### config.mk
export PLATFORM = sky130hd
export DESIGN_NAME = pmcs_regs
export DESIGN_NICKNAME = d
export VERILOG_FILES = /design/src/pmcs_latch.v /design/src/pmcs_srst.v /design/src/pmcs_regs.v
export VERILOG_INCLUDE_DIRS = /design/src
export SDC_FILE = /design/constraint.sdc
export NUM_CORES = 1
export LEC_CHECK = 0
export ABC_CLOCK_PERIOD_IN_PS = 2000
export BUFFER_PORTS_ARGS = -buffer_cell sky130_fd_sc_hd__buf_4
export CAP_MARGIN = 40
export CELL_PAD_IN_SITES_DETAIL_PLACEMENT = 1
export CELL_PAD_IN_SITES_GLOBAL_PLACEMENT = 2
export CORE_MARGIN = 4
export CORE_UTILIZATION = 35
export CTS_CLUSTER_DIAMETER = 50
export DETAILED_ROUTE_END_ITERATION = 7
export HOLD_SLACK_MARGIN = 0.1
export PLACE_DENSITY = 0.88
export SYNTH_ARGS = -nofsm -noshare
export SYNTH_HDL_FRONTEND = slang
export SYNTH_SLANG_ARGS = --single-unit
### constraint.sdc
create_clock -name ref_clk -period 2 [get_ports ref_clk]
set_input_delay 0.2 -clock ref_clk [delete_from_list [all_inputs] [get_ports ref_clk]]
set_output_delay 0.2 -clock ref_clk [all_outputs]
set_load 0.03 [all_outputs]
### src/pmcs_defs.vh
// Register offsets, field positions and reset values of the mode registers.
// Included by the sequencer and register files of the management register bank.
`ifndef PMCS_DEFS_VH
`define PMCS_DEFS_VH

// ==========================================================
// Addresses
`define PMCS_ADDR_CTRL 5'h00
`define PMCS_ADDR_STAT 5'h01
`define PMCS_ADDR_PAGE 5'h1f
`define PMCS_MAIN_LO 5'h10

// ==========================================================
// Control fields
`define PMCS_C_RESET 15
`define PMCS_C_LOOP 14
`define PMCS_C_SPD_LO 13
`define PMCS_C_ANEN 12
`define PMCS_C_PDN 11
`define PMCS_C_ISO 10
`define PMCS_C_RSTAN 9
`define PMCS_C_DUPLEX 8
`define PMCS_C_COLT 7
`define PMCS_C_SPD_HI 6
`define PMCS_SPD_RST 2'h2
`define PMCS_CTRL_RST 16'h1040

// ==========================================================
// Status fields
`define PMCS_S_ANDONE 5
`define PMCS_S_RFAULT 4
`define PMCS_S_LINK 2
`define PMCS_S_JABBER 1
`define PMCS_STAT_FIXED 16'h7949

`define PMCS_PAGE_RST 16'h0000
`define PMCS_SRST_CYCLES 4

`endif

### src/pmcs_latch.v
// Latching status bit: holds an event until the status register is read.
// Assumes rd_clr is a one-cycle pulse from the register read decode.
`timescale 1ns/100ps
module pmcs_latch #(
	parameter HIGH = 1
) (
	input wire ref_clk,
	input wire rst_n,
	input wire soft_rst,
	input wire cond,
	input wire rd_clr,
	output reg q_r
);
	// ==========================================================
	// Latch
	wire ev = HIGH ? cond : ~cond;
	always @(posedge ref_clk or negedge rst_n) begin
		if (!rst_n) begin
			q_r <= 1'b0;
		end else if (soft_rst) begin
			q_r <= 1'b0;
		end else if (ev) begin
			// Event wins over the read release
			q_r <= 1'b1;
		end else if (rd_clr) begin
			q_r <= 1'b0;
		end
	end
endmodule

### src/pmcs_srst.v
// Software reset sequencer: stretches a requested reset over a fixed count.
// Assumes req is a one-cycle pulse; busy stays high until the count ends.
`timescale 1ns/100ps
`include "pmcs_defs.vh"
module pmcs_srst #(
	parameter CYCLES = `PMCS_SRST_CYCLES
) (
	input wire ref_clk,
	input wire rst_n,
	input wire req,
	output reg busy_r
);
	// ==========================================================
	// Counter
	reg [7:0] cnt_r;
	always @(posedge ref_clk or negedge rst_n) begin
		if (!rst_n) begin
			cnt_r <= 8'h00;
			busy_r <= 1'b0;
		end else if (req) begin
			cnt_r <= CYCLES[7:0];
			busy_r <= 1'b1;
		end else if (cnt_r != 8'h00) begin
			cnt_r <= cnt_r - 8'h01;
			busy_r <= (cnt_r != 8'h01);
		end else begin
			busy_r <= 1'b0;
		end
	end
endmodule

### src/pmcs_regs.v
// Mode control, mode status and page select registers of the management port.
// Assumes a synchronous single-cycle read/write strobe from the management
// frame decoder; conditions from the media logic are synchronous levels.
//
// Overview of operation
// [RQ1] Addresses 16..31 answer only while page select holds zero; address 31 (page select) always answers here.
// [RQ2] Master treats reserved bits in 16..31 as read-only, undefined.
// [RQ3] Master read-modify-writes registers that hold reserved bits.
// [RQ4] Writes never change reserved bits; their read value may vary.
// [RQ5] Control bit 14 enables loopback at the current speed; resets 0.
// [RQ6] Speed field bits 6 and 13: 10/100/1000/reserved; resets to 1000.
// [RQ7] Control bit 12 enables auto-negotiation; resets 1.
// [RQ8] Control bit 11 powers down and stops in-band status; resets 0.
// [RQ9] Control bit 10 isolates the MAC interface; resets 0.
// [RQ10] Control bit 9 restarts auto-negotiation and clears itself.
// [RQ11] Control bit 8 selects full duplex, also in loopback; resets 0.
// [RQ12] Control bit 7 enables collision test; resets 0.
// [RQ13] Fixed capability bits read as documented, extended status present.
// [RQ14] Status bit 6 reads 1: preamble may be suppressed.
// [RQ15] Status bit 5 shows auto-negotiation complete.
// [RQ16] Status bit 4 latches high on far-end fault until read.
// [RQ17] Status bit 2 shows link up, latching low until read.
// [RQ18] Status bit 1 latches high on jabber until read.
// [RQ19] Reading status releases the latched bits.
// [RQ20] Control bit 15 resets logic and registers, clearing when done.
`timescale 1ns/100ps
`include "pmcs_defs.vh"
module pmcs_regs #(
	parameter SRST_CYCLES = `PMCS_SRST_CYCLES
) (
	input wire ref_clk,
	input wire rst_n,
	input wire reg_rd,
	input wire reg_wr,
	input wire [4:0] reg_addr,
	input wire [15:0] reg_wdata,
	output reg [15:0] reg_rdata,
	output reg reg_rvalid,
	input wire an_done,
	input wire far_fault,
	input wire link_up,
	input wire jabber,
	output reg loopback_en,
	output reg [1:0] speed_sel,
	output reg an_enable,
	output reg power_down,
	output reg inband_en,
	output reg mac_isolate,
	output reg an_restart,
	output reg full_duplex,
	output reg col_test,
	output reg soft_reset
);
	// ==========================================================
	// Decode
	reg [15:0] ctrl_r;
	reg [15:0] page_r;
	wire srst_busy;
	reg srst_req;
	wire page_ok = (page_r == 16'h0000);
	// Upper half only reachable on page zero, except the page register itself
	wire addr_ok = (reg_addr < `PMCS_MAIN_LO) || page_ok ||
		(reg_addr == `PMCS_ADDR_PAGE); // RQ1
	wire wr_ctrl = reg_wr && (reg_addr == `PMCS_ADDR_CTRL);
	wire wr_page = reg_wr && (reg_addr == `PMCS_ADDR_PAGE);
	wire rd_stat = reg_rd && (reg_addr == `PMCS_ADDR_STAT);
	// A reset request leaves the fields alone: the media side never
	// sees a one-cycle stray mode before the defaults come back
	wire wr_fields = wr_ctrl && !reg_wdata[`PMCS_C_RESET];

	// ==========================================================
	// Software reset
	pmcs_srst #(.CYCLES(SRST_CYCLES)) u_srst (
		.ref_clk(ref_clk),
		.rst_n(rst_n),
		.req(srst_req),
		.busy_r(srst_busy)
	);

	always @* begin
		srst_req = wr_ctrl && reg_wdata[`PMCS_C_RESET] && !srst_busy; // RQ20
	end

	// ==========================================================
	// Control and page registers
	reg [15:0] ctrl_nxt;
	always @* begin
		ctrl_nxt = ctrl_r;
		if (wr_fields) begin
			// Reserved low six bits kept as they were
			ctrl_nxt[15:6] = reg_wdata[15:6]; // RQ4
		end
		if (!wr_fields) begin
			ctrl_nxt[`PMCS_C_RSTAN] = 1'b0; // RQ10
		end
	end

	always @(posedge ref_clk or negedge rst_n) begin
		if (!rst_n) begin
			ctrl_r <= `PMCS_CTRL_RST;
		end else if (srst_busy) begin
			// Defaults held while reset runs, bit 15 reads 1
			ctrl_r <= `PMCS_CTRL_RST | 16'h8000; // RQ20
		end else begin
			ctrl_r <= ctrl_nxt;
			ctrl_r[`PMCS_C_RESET] <= 1'b0; // RQ20
		end
	end

	// Page returns to zero on any reset, so a master that lost track
	// of the page still reaches the main registers afterwards
	always @(posedge ref_clk or negedge rst_n) begin
		if (!rst_n) begin
			page_r <= `PMCS_PAGE_RST;
		end else if (srst_busy) begin
			page_r <= `PMCS_PAGE_RST;
		end else if (wr_page) begin
			page_r <= reg_wdata; // RQ1
		end
	end

	// ==========================================================
	// Latching status
	wire lat_rf;
	wire lat_jab;
	wire lat_nolink;
	pmcs_latch #(.HIGH(1)) u_rf (
		.ref_clk(ref_clk),
		.rst_n(rst_n),
		.soft_rst(srst_busy),
		.cond(far_fault),
		.rd_clr(rd_stat),
		.q_r(lat_rf)
	);
	pmcs_latch #(.HIGH(1)) u_jab (
		.ref_clk(ref_clk),
		.rst_n(rst_n),
		.soft_rst(srst_busy),
		.cond(jabber),
		.rd_clr(rd_stat),
		.q_r(lat_jab)
	);
	pmcs_latch #(.HIGH(0)) u_link (
		.ref_clk(ref_clk),
		.rst_n(rst_n),
		.soft_rst(srst_busy),
		.cond(link_up),
		.rd_clr(rd_stat),
		.q_r(lat_nolink)
	);

	// Read shows latched state merged with the live condition
	reg [15:0] stat_val;
	always @* begin
		stat_val = `PMCS_STAT_FIXED; // RQ13 RQ14
		stat_val[`PMCS_S_ANDONE] = an_done; // RQ15
		stat_val[`PMCS_S_RFAULT] = lat_rf | far_fault; // RQ16 RQ19
		stat_val[`PMCS_S_LINK] = link_up & ~lat_nolink; // RQ17 RQ19
		stat_val[`PMCS_S_JABBER] = lat_jab | jabber; // RQ18 RQ19
	end

	// ==========================================================
	// Read port
	reg [15:0] rdata_nxt;
	always @* begin
		rdata_nxt = 16'h0000;
		if (addr_ok) begin
			case (reg_addr)
				`PMCS_ADDR_CTRL: rdata_nxt = ctrl_r;
				`PMCS_ADDR_STAT: rdata_nxt = stat_val;
				`PMCS_ADDR_PAGE: rdata_nxt = page_r;
				default: rdata_nxt = 16'h0000;
			endcase
		end
	end

	always @(posedge ref_clk or negedge rst_n) begin
		if (!rst_n) begin
			reg_rvalid <= 1'b0;
		end else begin
			reg_rvalid <= reg_rd;
		end
	end

	// Data holds between reads, so a slow master may take it late
	always @(posedge ref_clk or negedge rst_n) begin
		if (!rst_n) begin
			reg_rdata <= 16'h0000;
		end else if (reg_rd) begin
			reg_rdata <= rdata_nxt; // RQ1
		end
	end

	// ==========================================================
	// Mode outputs
	// Each output a cycle behind the control register (soft_reset behind the sequencer), one flop apiece
	always @(posedge ref_clk or negedge rst_n) begin
		if (!rst_n) begin
			loopback_en <= 1'b0;
		end else begin
			loopback_en <= ctrl_r[`PMCS_C_LOOP]; // RQ5
		end
	end

	// Loopback leaves the speed alone: it keeps the current selection
	always @(posedge ref_clk or negedge rst_n) begin
		if (!rst_n) begin
			speed_sel <= `PMCS_SPD_RST;
		end else begin
			speed_sel <= {ctrl_r[`PMCS_C_SPD_HI],
				ctrl_r[`PMCS_C_SPD_LO]}; // RQ6
		end
	end

	always @(posedge ref_clk or negedge rst_n) begin
		if (!rst_n) begin
			an_enable <= 1'b1;
		end else begin
			an_enable <= ctrl_r[`PMCS_C_ANEN]; // RQ7
		end
	end

	always @(posedge ref_clk or negedge rst_n) begin
		if (!rst_n) begin
			power_down <= 1'b0;
		end else begin
			power_down <= ctrl_r[`PMCS_C_PDN]; // RQ8
		end
	end

	// Same edge as power-down, so in-band status never overlaps it
	always @(posedge ref_clk or negedge rst_n) begin
		if (!rst_n) begin
			inband_en <= 1'b1;
		end else begin
			inband_en <= ~ctrl_r[`PMCS_C_PDN]; // RQ8
		end
	end

	always @(posedge ref_clk or negedge rst_n) begin
		if (!rst_n) begin
			mac_isolate <= 1'b0;
		end else begin
			mac_isolate <= ctrl_r[`PMCS_C_ISO]; // RQ9
		end
	end

	// One-cycle pulse: the control bit clears itself a cycle earlier
	always @(posedge ref_clk or negedge rst_n) begin
		if (!rst_n) begin
			an_restart <= 1'b0;
		end else begin
			an_restart <= ctrl_r[`PMCS_C_RSTAN]; // RQ10
		end
	end

	always @(posedge ref_clk or negedge rst_n) begin
		if (!rst_n) begin
			full_duplex <= 1'b0;
		end else begin
			full_duplex <= ctrl_r[`PMCS_C_DUPLEX]; // RQ11
		end
	end

	always @(posedge ref_clk or negedge rst_n) begin
		if (!rst_n) begin
			col_test <= 1'b0;
		end else begin
			col_test <= ctrl_r[`PMCS_C_COLT]; // RQ12
		end
	end

	always @(posedge ref_clk or negedge rst_n) begin
		if (!rst_n) begin
			soft_reset <= 1'b0;
		end else begin
			soft_reset <= srst_busy; // RQ20
		end
	end
endmodule

# After elaboration in Yosys (flattened, before gate mapping)
# Index checks and enable logic that the tools add are counted.
# word_totals
reg_bits	66
input_bits	29
out_inout_bits	28
elab_cells	67
# classes
add_sub_neg	1
n_lt_le_gt_ge	1
eq_ne	4
mux	18
n_bitwise	5
reduce_logical	18
# op_table
cell	count
$mux 16	4
$pmux 16 s3	1
$logic_not 16->1	1
$mux 8	2
$mux 1	10
$mux 9	1
$ne 8x1->1 const B	1
$reduce_bool 8->1	1
$sub 8x1->8 const B	1
$logic_and 1x1->1	6
$reduce_bool 2->1	3
$reduce_bool 3->1	2
$eq 5x1->1 const B	1
$eq 5x5->1 const B	1
$logic_not 5->1	1
$lt 5x5->1 const B	1
$ne 3x1->1 const B	1
$logic_not 1->1	2
$logic_or 1x1->1	2
$not 1->1	2
$or 1x1->1	2
$and 1x1->1	1

# Depth between registers and ports, before layout
# Gate-level depths: netlist (run 1).
# depth
depth_word	6
ltp_mapped	7
mapped_depth_nobuf	5

# Cells and area by module
# A second synthesis (run 1) with hierarchy kept.
# unflattened
hier_cells	251
hier_area_um2	2911.5
# modules_own_cells
mod	n_inst	cells_each	area_each_um2	seq_area_each_um2
pmcs_regs	1	186	2247.2	1332.5
pmcs_srst	1	54	536.8	225.2
pmcs_latch at u_jab ...	2	4	43.8	25.0
pmcs_latch at u_link	1	3	40.0	25.0

# Worst setup path after synthesis (run 1)
# Ideal clock, no wire load.
# synth_timing
path_type	register -> register
startpoint	register u_srst.cnt_r[3]
endpoint	register u_srst.cnt_r[7]
setup_time_ns	0.073
arrival_time_ns	1.676
t_required_ns	1.927
setup_slack_ns	0.250
path_stages_with_launch	5
path_buffers	1
period_less_slack_ns	1.750
cell_sequence	dfrtp_1 or4_1 buf_2 or4_4 a21oi_2
# synth_via
elab_chain_cells	3
elab_cells_between_ends	5
classes_between	add/sub: 1; mux: 2; reduce/logical: 2
# synth_rtl
item	line	source
start: declaration	pmcs_srst.v:15	reg [7:0] cnt_r;
start signal: assignment	pmcs_srst.v:21	cnt_r <= CYCLES[7:0];
start signal: assignment	pmcs_srst.v:24	cnt_r <= cnt_r - 8'h01;
$sub 8x1->8	pmcs_srst.v:24	
$mux 8	pmcs_srst.v:23	end else if (cnt_r != 8'h00) begin
$mux 8	pmcs_srst.v:20	end else if (req) begin
# Parallel ways exist; a longest one is shown, timed or not. The select of a mux whose other input is x is not followed.
# A chain may end at the register's enable or synchronous reset.

# Final worst setup path (run 1)
# layout_timing
startpoint	register u_srst.cnt_r[0]
endpoint	register u_srst.cnt_r[5]
# The elaborated chain is that of the path after synthesis.

==> results of run 1 <==
## path summary, 6_finish.rpt
kind | endpoint | slack [ns] | from | depth (start not counted)
min reg2reg | an_enable$_DFF_PN1_ | 0.38 | ctrl_r[12]$_DFFE_PN1P_ | 0
min in group asynchronous | reg_rvalid$_DFF_PN0_ | 0.48 | rst_n | 2
max reg2reg | u_srst.cnt_r[5]$_DFFE_PN0P_ | 0.22 | u_srst.cnt_r[0]$_DFFE_PN0P_ | 6
max | u_srst.cnt_r[5]$_DFFE_PN0P_ | 0.22 | u_srst.cnt_r[0]$_DFFE_PN0P_ | 6
min | ctrl_r[9]$_DFF_PN0_ | 0.12 | reg_wdata[9] | 3
max in group asynchronous | reg_rdata[12]$_DFFE_PN0P_ | 0.97 | rst_n | 2
## critical path, delay by kind of cell (launching register included)
| family | cells | cell delay, ns |
|---|---|---|
| compound gates | 1 | 0.16 |
| buf+inv | 2 | 0.25 |
| fa+ha+maj | 1 | 0.22 |
| simple gates | 2 | 0.64 |
| flops | 1 | 0.45 |
## per-stage QoR
stage	std cells	utilization (%)	area, um2
2_1_floorplan	282	-	2953
3_3_place_gp	433	42.67	3506
3_5_place_dp	433	42.67	3506
4_1_cts	455	45.82	3765
5_1_grt	455	45.82	3765
6_report	455	45.82	3765
## state kept, by name, summed over array words and instances, names as in the netlist, 2 cells and up
signal,flops
ctrl_r,10
page_r,16
reg_rdata,16
speed_sel,2
u_srst.cnt_r,8
## per-layer routing
layer	part of all wire (%)	global-route usage, %	vias to the layer above
met5	0	0	-
met3	4.2	3.058	10
met4	1.6	7.353	0
li1	-	-	1117
met1	45	20.06	1147
met2	50	24.99	39
## cells by family (layout without fill, tap and decap cells)
kind of cell | count (synthesis) | after routing
simple gates | 112 | 112
flops | 65 | 65
compound gates | 57 | 57
buf+inv | 29 | 97
mux | 16 | 16
fa+ha+maj | 3 | 3
## report_power, final
group          switching, W  internal [W]
sequential         0.000100       0.00141
clock              0.000490      0.000641
combinational      0.000296      0.000236
total              0.000887       0.00229
## layout make-up
type,instances,area [um2]
well taps,105,131.4
flip-flops and latches,65,1633
inverters,8,30.03
clock buffers,13,158.9
repair buffers,73,563.0
multi-input cells,188,1209
fillers,928,4452
clock inverters,3,40.04
## cell usage after synthesis, types with 6 or more instances
library cell / count
a21oi_1: 13
a31oi_1: 13
clkbuf_1: 16
dfrtp_1: 60
inv_1: 8
mux2i_1: 16
nand2b_1: 33
nand3_1: 20
nor2_1: 17
nor3_1: 6
o21ai_0: 16
## repair_timing
item	in CTS	in global routing
hold buffers	6	0
endpoints found under the hold margin	65	0
resized for setup	0	0
==> reports/results.ini, run 1 <==
[clocking]
cts.sinks=65
tritoncts=done
clk_pin_slew_ns=0.07
cts_buffer_depth=2
cts_inserted_buffers=9
post-cts-setup-buffer-count=0
htree_levels=3
insertion_delay_ns=0.35
cts_root_buf=clkbuf_8

[drt]
routedWlPerCell_um=16.23
postRouteAntennaNets=0
drcViolationCount=0
via_per_inst=5.084
vias=2313
first_pass_iters=4
drt_iter0_drc=96
wirelength_mm=7.384

[synthesis]
synth_xor_area_share_pct=0
synth-simple-area-share_pct=22.25
synth_edf_count=0
synthMuxAreaShare_pct=5.424
synth-async-reset-ratio_pct=100.0
synth_area_leaders=dfrtp_1 (51%), nand2b_1 (7.0%), mux2i_1 (5.4%)
synth_top_area_share_pct=50.85
synth_top_area_cell=dfrtp_1
ys_warn_count=0
synth_area_mm2=0.002953
synth_flop_cell=dfrtp_1
synth_compound_area_share_pct=11.78
synth_top_family_by_area=simple AND/OR/NAND/NOR gates
synthAdderAreaFrac_pct=1.271
syn-instance-count=282
synth_nets=314
yosysUniqueCellTypes=37
ys_seq_area_share_pct=55.30
syn-mean-instance-area_um2=10.47
synth-seq-cells=65

[pwr]
total_power_w=0.003174
p_per_area_mw_per_mm2=843.0
ir_drop_mv=0.5321
p_leak_nw=1.633

[sta]
timing.final.crit_share_pct=89.22
finalCriticalPeriod_ns=1.784
setup-violations-final=0
whs_ns=0.1167
relSlewSlack_pct=45.52
finalClockSkew_ns=0.008599
fin_setup_tns_ns=0
hold_viol_final=0
worstMarginPinSlew_ns=0.8171
fmax_ghz=0.5604
rsz0062_at_grt=no
finalWorstSetupSlack_ns=0.2157
timing.final.max_slew_violations=0

[setup_path]
path_class=flip-flop to flip-flop
crit_chain=inv_1 > ha_1 > nor3b_1 > buf_4 > or4_1 > a21oi_1
cp_data_required_time_ns=2.27
endpoint_kind=flip-flop
startpoint_type=flip-flop
slowest_stage=or4_1
cp_slowest_stage_delay_ns=0.49
arrival_ns=2.05
cp_max_fo=7

[die]
ios=57
fp.dieH_um=99.85
coreArea_mm2=0.008217
die_w_um=99.85
rows=33
die_area_mm2=0.009970
initial_core_util_pct=35.94

[outcome]
status=finished, final reports clean

[finish]
drive_gt1_share_pct=26.29
antenna_cells=0
final_nets=377
flow.area_growth_from_synthesis_pct=27.50
final_common_cell=buf_4
final_cell_mix=buf_4 (67), dfrtp_1 (60), nand2b_1 (33)

[job]
drv_cap=0

[placed_design]
gp_congestion=0.7134
hpwlAfterDp_mm=5.059
port-buffer-count=56
dp_slack_ns=0.2261

[worst_hold_path]
worstHoldPathType=input pin to flip-flop

[grt]
grt_max_degree=66
grt_pass1_vias=2425
antenna_found_initial=0
grt_first_pass_wirelength_mm=12.12
grtUsageTotal_pct=15.51
gr-total-overflow=0

(Power assumes the default switching activity.)
==> inputs of run 2 (changes only) <==
--- a/config.mk
+++ b/config.mk
@@ -16,7 +16,8 @@
 export CTS_CLUSTER_DIAMETER = 50
 export DETAILED_ROUTE_END_ITERATION = 7
 export HOLD_SLACK_MARGIN = 0.1
-export PLACE_DENSITY = 0.88
+export PLACE_DENSITY = 0.86
 export SYNTH_ARGS = -nofsm -noshare
 export SYNTH_HDL_FRONTEND = slang
+export SYNTH_HIERARCHICAL = 1
 export SYNTH_SLANG_ARGS = --single-unit
==> reports/results.ini, run 2 <==
[setup_path]
reg2reg_setup_slack_ns=0.09
rr_startpoint=u_srst/cnt_r[1]$_DFFE_PN0P_
arrival_ns=2.16
reg2reg_depth=5
endpoint_kind=flip-flop
cp_data_required_time_ns=2.25
path_class=flip-flop to flip-flop
startpoint_type=flip-flop
cp_max_fo=7
worstReg2RegEnd=u_srst/cnt_r[1]$_DFFE_PN0P_

[clocking]
cts_inserted_buffers=9
cts_root_buf=clkbuf_8
htree_levels=3
tritoncts=done
cts_buffer_depth=2
insertion_delay_ns=0.34
clk_pin_slew_ns=0.07
cts.sinks=65

[die]
coreArea_mm2=0.008134
ios=57
initial_core_util_pct=35.79
die_area_mm2=0.009842
rows=33
fp.dieH_um=99.21
die_w_um=99.21

[synthesis]
synth_edf_count=0
yosys-top-cells-count=dfrtp_1 (60), nand2b_1 (43), mux2i_1 (24)
ys_seq_area_share_pct=56.08
synth_top_area_share_pct=51.57
syn-instance-count=251
synth_area_leaders=dfrtp_1 (52%), nand2b_1 (9.2%), mux2i_1 (8.3%)
yosysUniqueCellTypes=34
synth_area_mm2=0.002912
synth-async-reset-ratio_pct=100.0
ys_warn_count=6
synth_flop_cell=dfrtp_1
synth-seq-cells=65
yosysMostFrequentCell=dfrtp_1
syn-mean-instance-area_um2=11.60
synth_nets=283
synth_top_area_cell=dfrtp_1

[job]
drv_cap=0

[grt]
top_usage_layer=met2
grtUsageMet1_pct=19.90
grt_pass1_vias=2415
grt_max_degree=66
grt_first_pass_wirelength_mm=12.41
use_met2_pct=27.38
use_met3_pct=3.436
gr-total-overflow=0
antenna_found_initial=0
grtUsageTotal_pct=16.02

[finish]
final_cell_mix=buf_4 (64), dfrtp_1 (60), nand2b_1 (43)
multi_input_area_mm2=0.001159
antenna_cells=0
flow.area_growth_from_synthesis_pct=26.82
final_common_cell=buf_4
drive_gt1_share_pct=28.84
top_regs=page_r x16, reg_rdata x16, ctrl_r x10
nFillCells=894
final_nets=346
final-seq-area_mm2=0.001633
fin_util_pct=45.39

[sta]
finalCriticalPeriod_ns=1.913
timing.final.max_slew_violations=0
hold_viol_final=0
fin_setup_tns_ns=0
finalClockSkew_ns=0.006356
rsz0062_at_grt=no
worstMarginPinSlew_ns=0.8214
setup-violations-final=0
timing.final.crit_share_pct=95.63
fmax_ghz=0.5228
relSlewSlack_pct=45.24

[worst_hold_path]
worstHoldPathType=input pin to flip-flop
holdCritStartpoint=reg_wdata[5]
min_to=page_r[5]$_DFFE_PN0P_
holdPathStages=3

[drt]
postRouteAntennaNets=0
routedWlPerCell_um=17.57
via_per_inst=5.120
drcViolationCount=0
vias=2171
drt_iter0_drc=88
wirelength_mm=7.450
first_pass_iters=4

[pwr]
p_leak_nw=1.687
p_per_area_mw_per_mm2=834.4
ir_drop_mv=0.2786

[outcome]
status=finished, final reports clean

[placed_design]
gp_congestion=0.7671
hpwlAfterDp_mm=5.074
port-buffer-count=56

## run 2: how the worst max path moves through the flow
stage                                     start                           to  slack (ns)  depth (start not counted)
floorplan                           reg_addr[2]  u_srst/cnt_r[5]$_DFFE_PN0P_        0.02                          8
global placement                    reg_addr[2]  u_srst/cnt_r[5]$_DFFE_PN0P_        0.06                          7
detailed placement  u_srst/cnt_r[1]$_DFFE_PN0P_  u_srst/cnt_r[1]$_DFFE_PN0P_        0.09                          5
CTS                 u_srst/cnt_r[1]$_DFFE_PN0P_  u_srst/cnt_r[1]$_DFFE_PN0P_        0.07                          5
global route        u_srst/cnt_r[1]$_DFFE_PN0P_  u_srst/cnt_r[1]$_DFFE_PN0P_      0.0008                          5
finish              u_srst/cnt_r[1]$_DFFE_PN0P_  u_srst/cnt_r[1]$_DFFE_PN0P_        0.09                          5
## run 2: power by group
part / leakage [nW] / switching, W / total, W / internal [W]
Clock: 0.107 / 0.000495 / 0.00117 / 0.000678
Sequential: 0.857 / 0.000124 / 0.00152 / 0.00139
Combinational: 0.723 / 0.000215 / 0.000390 / 0.000176
## run 2: worst max-delay path: stages (launching register included)
cell      delay [ns]
dfrtp_1         0.45
inv_1           0.17
ha_1            0.24
or3b_2          0.55
o21a_1          0.22
a211oi_2        0.20
## run 2: cell families (layout without fill, tap and decap cells)
family,Yosys count,after routing,synth area share (%)
buffers and inverters,27,95,4.125
muxes,24,24,8.251
adders and majority gates,3,3,1.289
DFF,65,65,56.08
AOI/OAI and AO/OA,44,44,12.16
and+or+nand+nor,88,88,18.09
## run 2: routing by layer
metal	wire length, um	vias up	share of wire [%]
met3	348	10	4.7
li1	-	1014	-
met1	3272	1096	44
met5	0	-	0
met2	3706	51	50
met4	123	0	1.7
## run 2: repair_timing
item	CTS	global route
resized for setup	0	1
setup buffers	0	0
endpoints found under the setup margin	0	1
hold buffers	4	0
hold endpoints to repair	63	0
## run 2: area by class of cell
| cell class | count | area share, % |
|---|---|---|
| Clock inverter | 2 | 0.9488 |
| Multi-Input combinational cell | 159 | 31.38 |
| Tap cell | 105 | 3.558 |
| Sequential cell | 65 | 44.22 |
| Clock buffer | 14 | 4.676 |
| Inverter | 11 | 1.118 |
| Timing Repair Buffer | 68 | 14.10 |
## run 2: metrics by stage
step           power [W]  instance area [um2]  cells  worst slack, ns  hold slack (ns)
2_1_floorplan   0.001782                 2913    251          0.01551         -0.09559
3_3_place_gp    0.001897                 3445    404          0.06340           0.3480
3_5_place_dp    0.001926                 3445    404          0.09230           0.3568
4_1_cts         0.003106                 3692    424          0.07069           0.1119
5_1_grt         0.003216                 3692    424        0.0007738           0.1151
6_report        0.003081                 3692    424          0.08740           0.1213
==> inputs of run 3 (changes only) <==
--- a/config.mk
+++ b/config.mk
@@ -15,6 +15,7 @@
 export CORE_UTILIZATION = 35
 export CTS_CLUSTER_DIAMETER = 50
 export DETAILED_ROUTE_END_ITERATION = 7
+export GPL_TIMING_DRIVEN = 0
 export HOLD_SLACK_MARGIN = 0.1
 export PLACE_DENSITY = 0.86
 export SYNTH_ARGS = -nofsm -noshare
==> reports/results.ini, run 3 (synthesis results as in run 2) <==
[outcome]
status=finished, final reports clean

[finish]
flow.area_growth_from_synthesis_pct=27.80
final_cell_mix=dfrtp_1 (59), buf_4 (55), nand2b_1 (43)
drive_gt1_share_pct=29.63
top_regs=page_r x16, reg_rdata x16, ctrl_r x10
final_common_cell=dfrtp_1
antenna_cells=0
final_nets=351

[grt]
top_usage_layer=met2
antenna_found_initial=0
use_met2_pct=26.91
use_met3_pct=4.769
grtUsageTotal_pct=15.87
grt_pass1_vias=2391
grtUsageMet1_pct=19.74
gr-total-overflow=0
grt_max_degree=54
grt_first_pass_wirelength_mm=12.25

[clocking]
cts_inserted_buffers=9
tritoncts=done
cts.sinks=65
clk_pin_slew_ns=0.08
cts_buffer_depth=2
insertion_delay_ns=0.34
cts_root_buf=clkbuf_8
post-cts-setup-buffer-count=0
htree_levels=3

[die]
fp.dieH_um=99.21
ios=57
initial_core_util_pct=35.79
rows=33
die_w_um=99.21
die_area_mm2=0.009842
coreArea_mm2=0.008134

[drt]
wirelength_mm=7.430
postRouteAntennaNets=0
via_per_inst=5.124
routedWlPerCell_um=17.32
drt_iter0_drc=44
first_pass_iters=4
vias=2198
drcViolationCount=0

[sta]
finalClockSkew_ns=0.01261
relSlewSlack_pct=50.17
setup-violations-final=0
hold_viol_final=0
rsz0062_at_grt=no
whs_ns=0.1145
fmax_ghz=0.5313
timing.final.max_slew_violations=0
timing.final.crit_share_pct=94.11
worstMarginPinSlew_ns=0.7474
finalCriticalPeriod_ns=1.882

[setup_path]
reg2reg_depth=5
cp_max_fo=14
crit_chain=buf_4 > or4_1 > clkbuf_2 > nor4_2 > clkbuf_4 > nand2b_1 > a21oi_1 > a41o_1
reg2reg_setup_slack_ns=0.15
cp_data_required_time_ns=2.23
rr_startpoint=u_srst/busy_r$_DFF_PN0_
arrival_ns=2.11
startpoint_type=input pin
cp_slowest_stage_delay_ns=0.51
slowest_stage=or4_1
crit_start=reg_addr[2]
path_class=input pin to flip-flop
endpoint=u_srst/cnt_r[5]$_DFFE_PN0P_
worstReg2RegEnd=u_srst/cnt_r[5]$_DFFE_PN0P_
endpoint_kind=flip-flop

[pwr]
power.internal_w=0.002178
netSwitchingPower_w=0.0008599
total_power_w=0.003038
swShare_pct=28.30
ir_drop_mv=0.4855
p_seq_share_pct=49.4
comb_power_share_pct=14.5
p_per_area_mw_per_mm2=816.5
pwr-share-clk_pct=36.1
p_leak_nw=1.677

[worst_hold_path]
worstHoldPathType=input pin to flip-flop

[placed_design]
port-buffer-count=55
hpwlAfterDp_mm=5.401
gp_congestion=0.7762

[job]
drv_cap=0

## run 3: layout make-up
cell class / instances / area [um2]
fillers: 885 / 4413
plain buffers: 13 / 71.32
clock inverters: 7 / 71.32
well taps: 105 / 131.4
repair buffers: 60 / 480.5
flip-flops and latches: 65 / 1634
multi-input cells: 159 / 1167
inverters: 11 / 41.29
clock buffers: 9 / 123.9
## run 3: critical path, delay by kind of cell
family | cells | cell delay, ns
compound gates | 2 | 0.25
buf+inv | 3 | 0.68
simple gates | 3 | 0.96
## run 3: worst min path at each step
| stage | to | startpoint | cells after the start | slack (ns) |
|---|---|---|---|---|
| 6_report | u_rf/q_r$_DFFE_PN0P_ | far_fault | 3 | 0.11 |
| 5_1_grt | u_rf/q_r$_DFFE_PN0P_ | far_fault | 3 | 0.11 |
| 4_1_cts | u_rf/q_r$_DFFE_PN0P_ | far_fault | 3 | 0.10 |
| 3_5_place_dp | reg_rdata[10]$_DFFE_PN0P_ | rst_n | 1 | 0.07 |
| 3_3_place_gp | mac_isolate$_DFF_PN0_ | rst_n | 1 | 0.36 |
| 2_1_floorplan | an_restart$_DFF_PN0_ | rst_n | 0 | -0.1 |
## run 3: per-layer routing
layer	routed length, um	vias to the layer above
met2	3703	45
met3	394	6
met5	0	-
met1	3249	1120
met4	82	0
li1	-	1027
## run 3: stage by stage
| stage | setup TNS (ns) | setup slack, ns | util (%) | instances | cell area [um2] |
|---|---|---|---|---|---|
| final | 0 | 0.1178 | 45.75 | 429 | 3721 |
| after floorplan | 0 | 0.01551 | - | 251 | 2913 |
| after detailed placement | -2.579 | -0.5551 | 42.84 | 412 | 3485 |
| after global routing | 0 | 0.02545 | 45.75 | 429 | 3721 |
| after global placement | -2.392 | -0.5289 | 42.50 | 411 | 3457 |
| after CTS | 0 | 0.02223 | 45.75 | 430 | 3721 |
## run 3: power groups by stage
| stage | Sequential, W | Clock (W) | Combinational [W] |
|---|---|---|---|
| 2_1_floorplan | 0.00151 | 0 | 0.000276 |
| 3_3_place_gp | 0.00152 | 0 | 0.000420 |
| 3_5_place_dp | 0.00152 | 0 | 0.000439 |
| 4_1_cts | 0.00150 | 0.00112 | 0.000446 |
| 5_1_grt | 0.00151 | 0.00118 | 0.000492 |
| 6_report | 0.00150 | 0.00110 | 0.000440 |
## run 3: what timing repair did
item	in CTS	in global routing
endpoints found under the hold margin	63	0
gates cloned	0	0
pin swaps	0	0
hold buffers	4	0
resized for setup	2	3
endpoints found under the setup margin	2	5
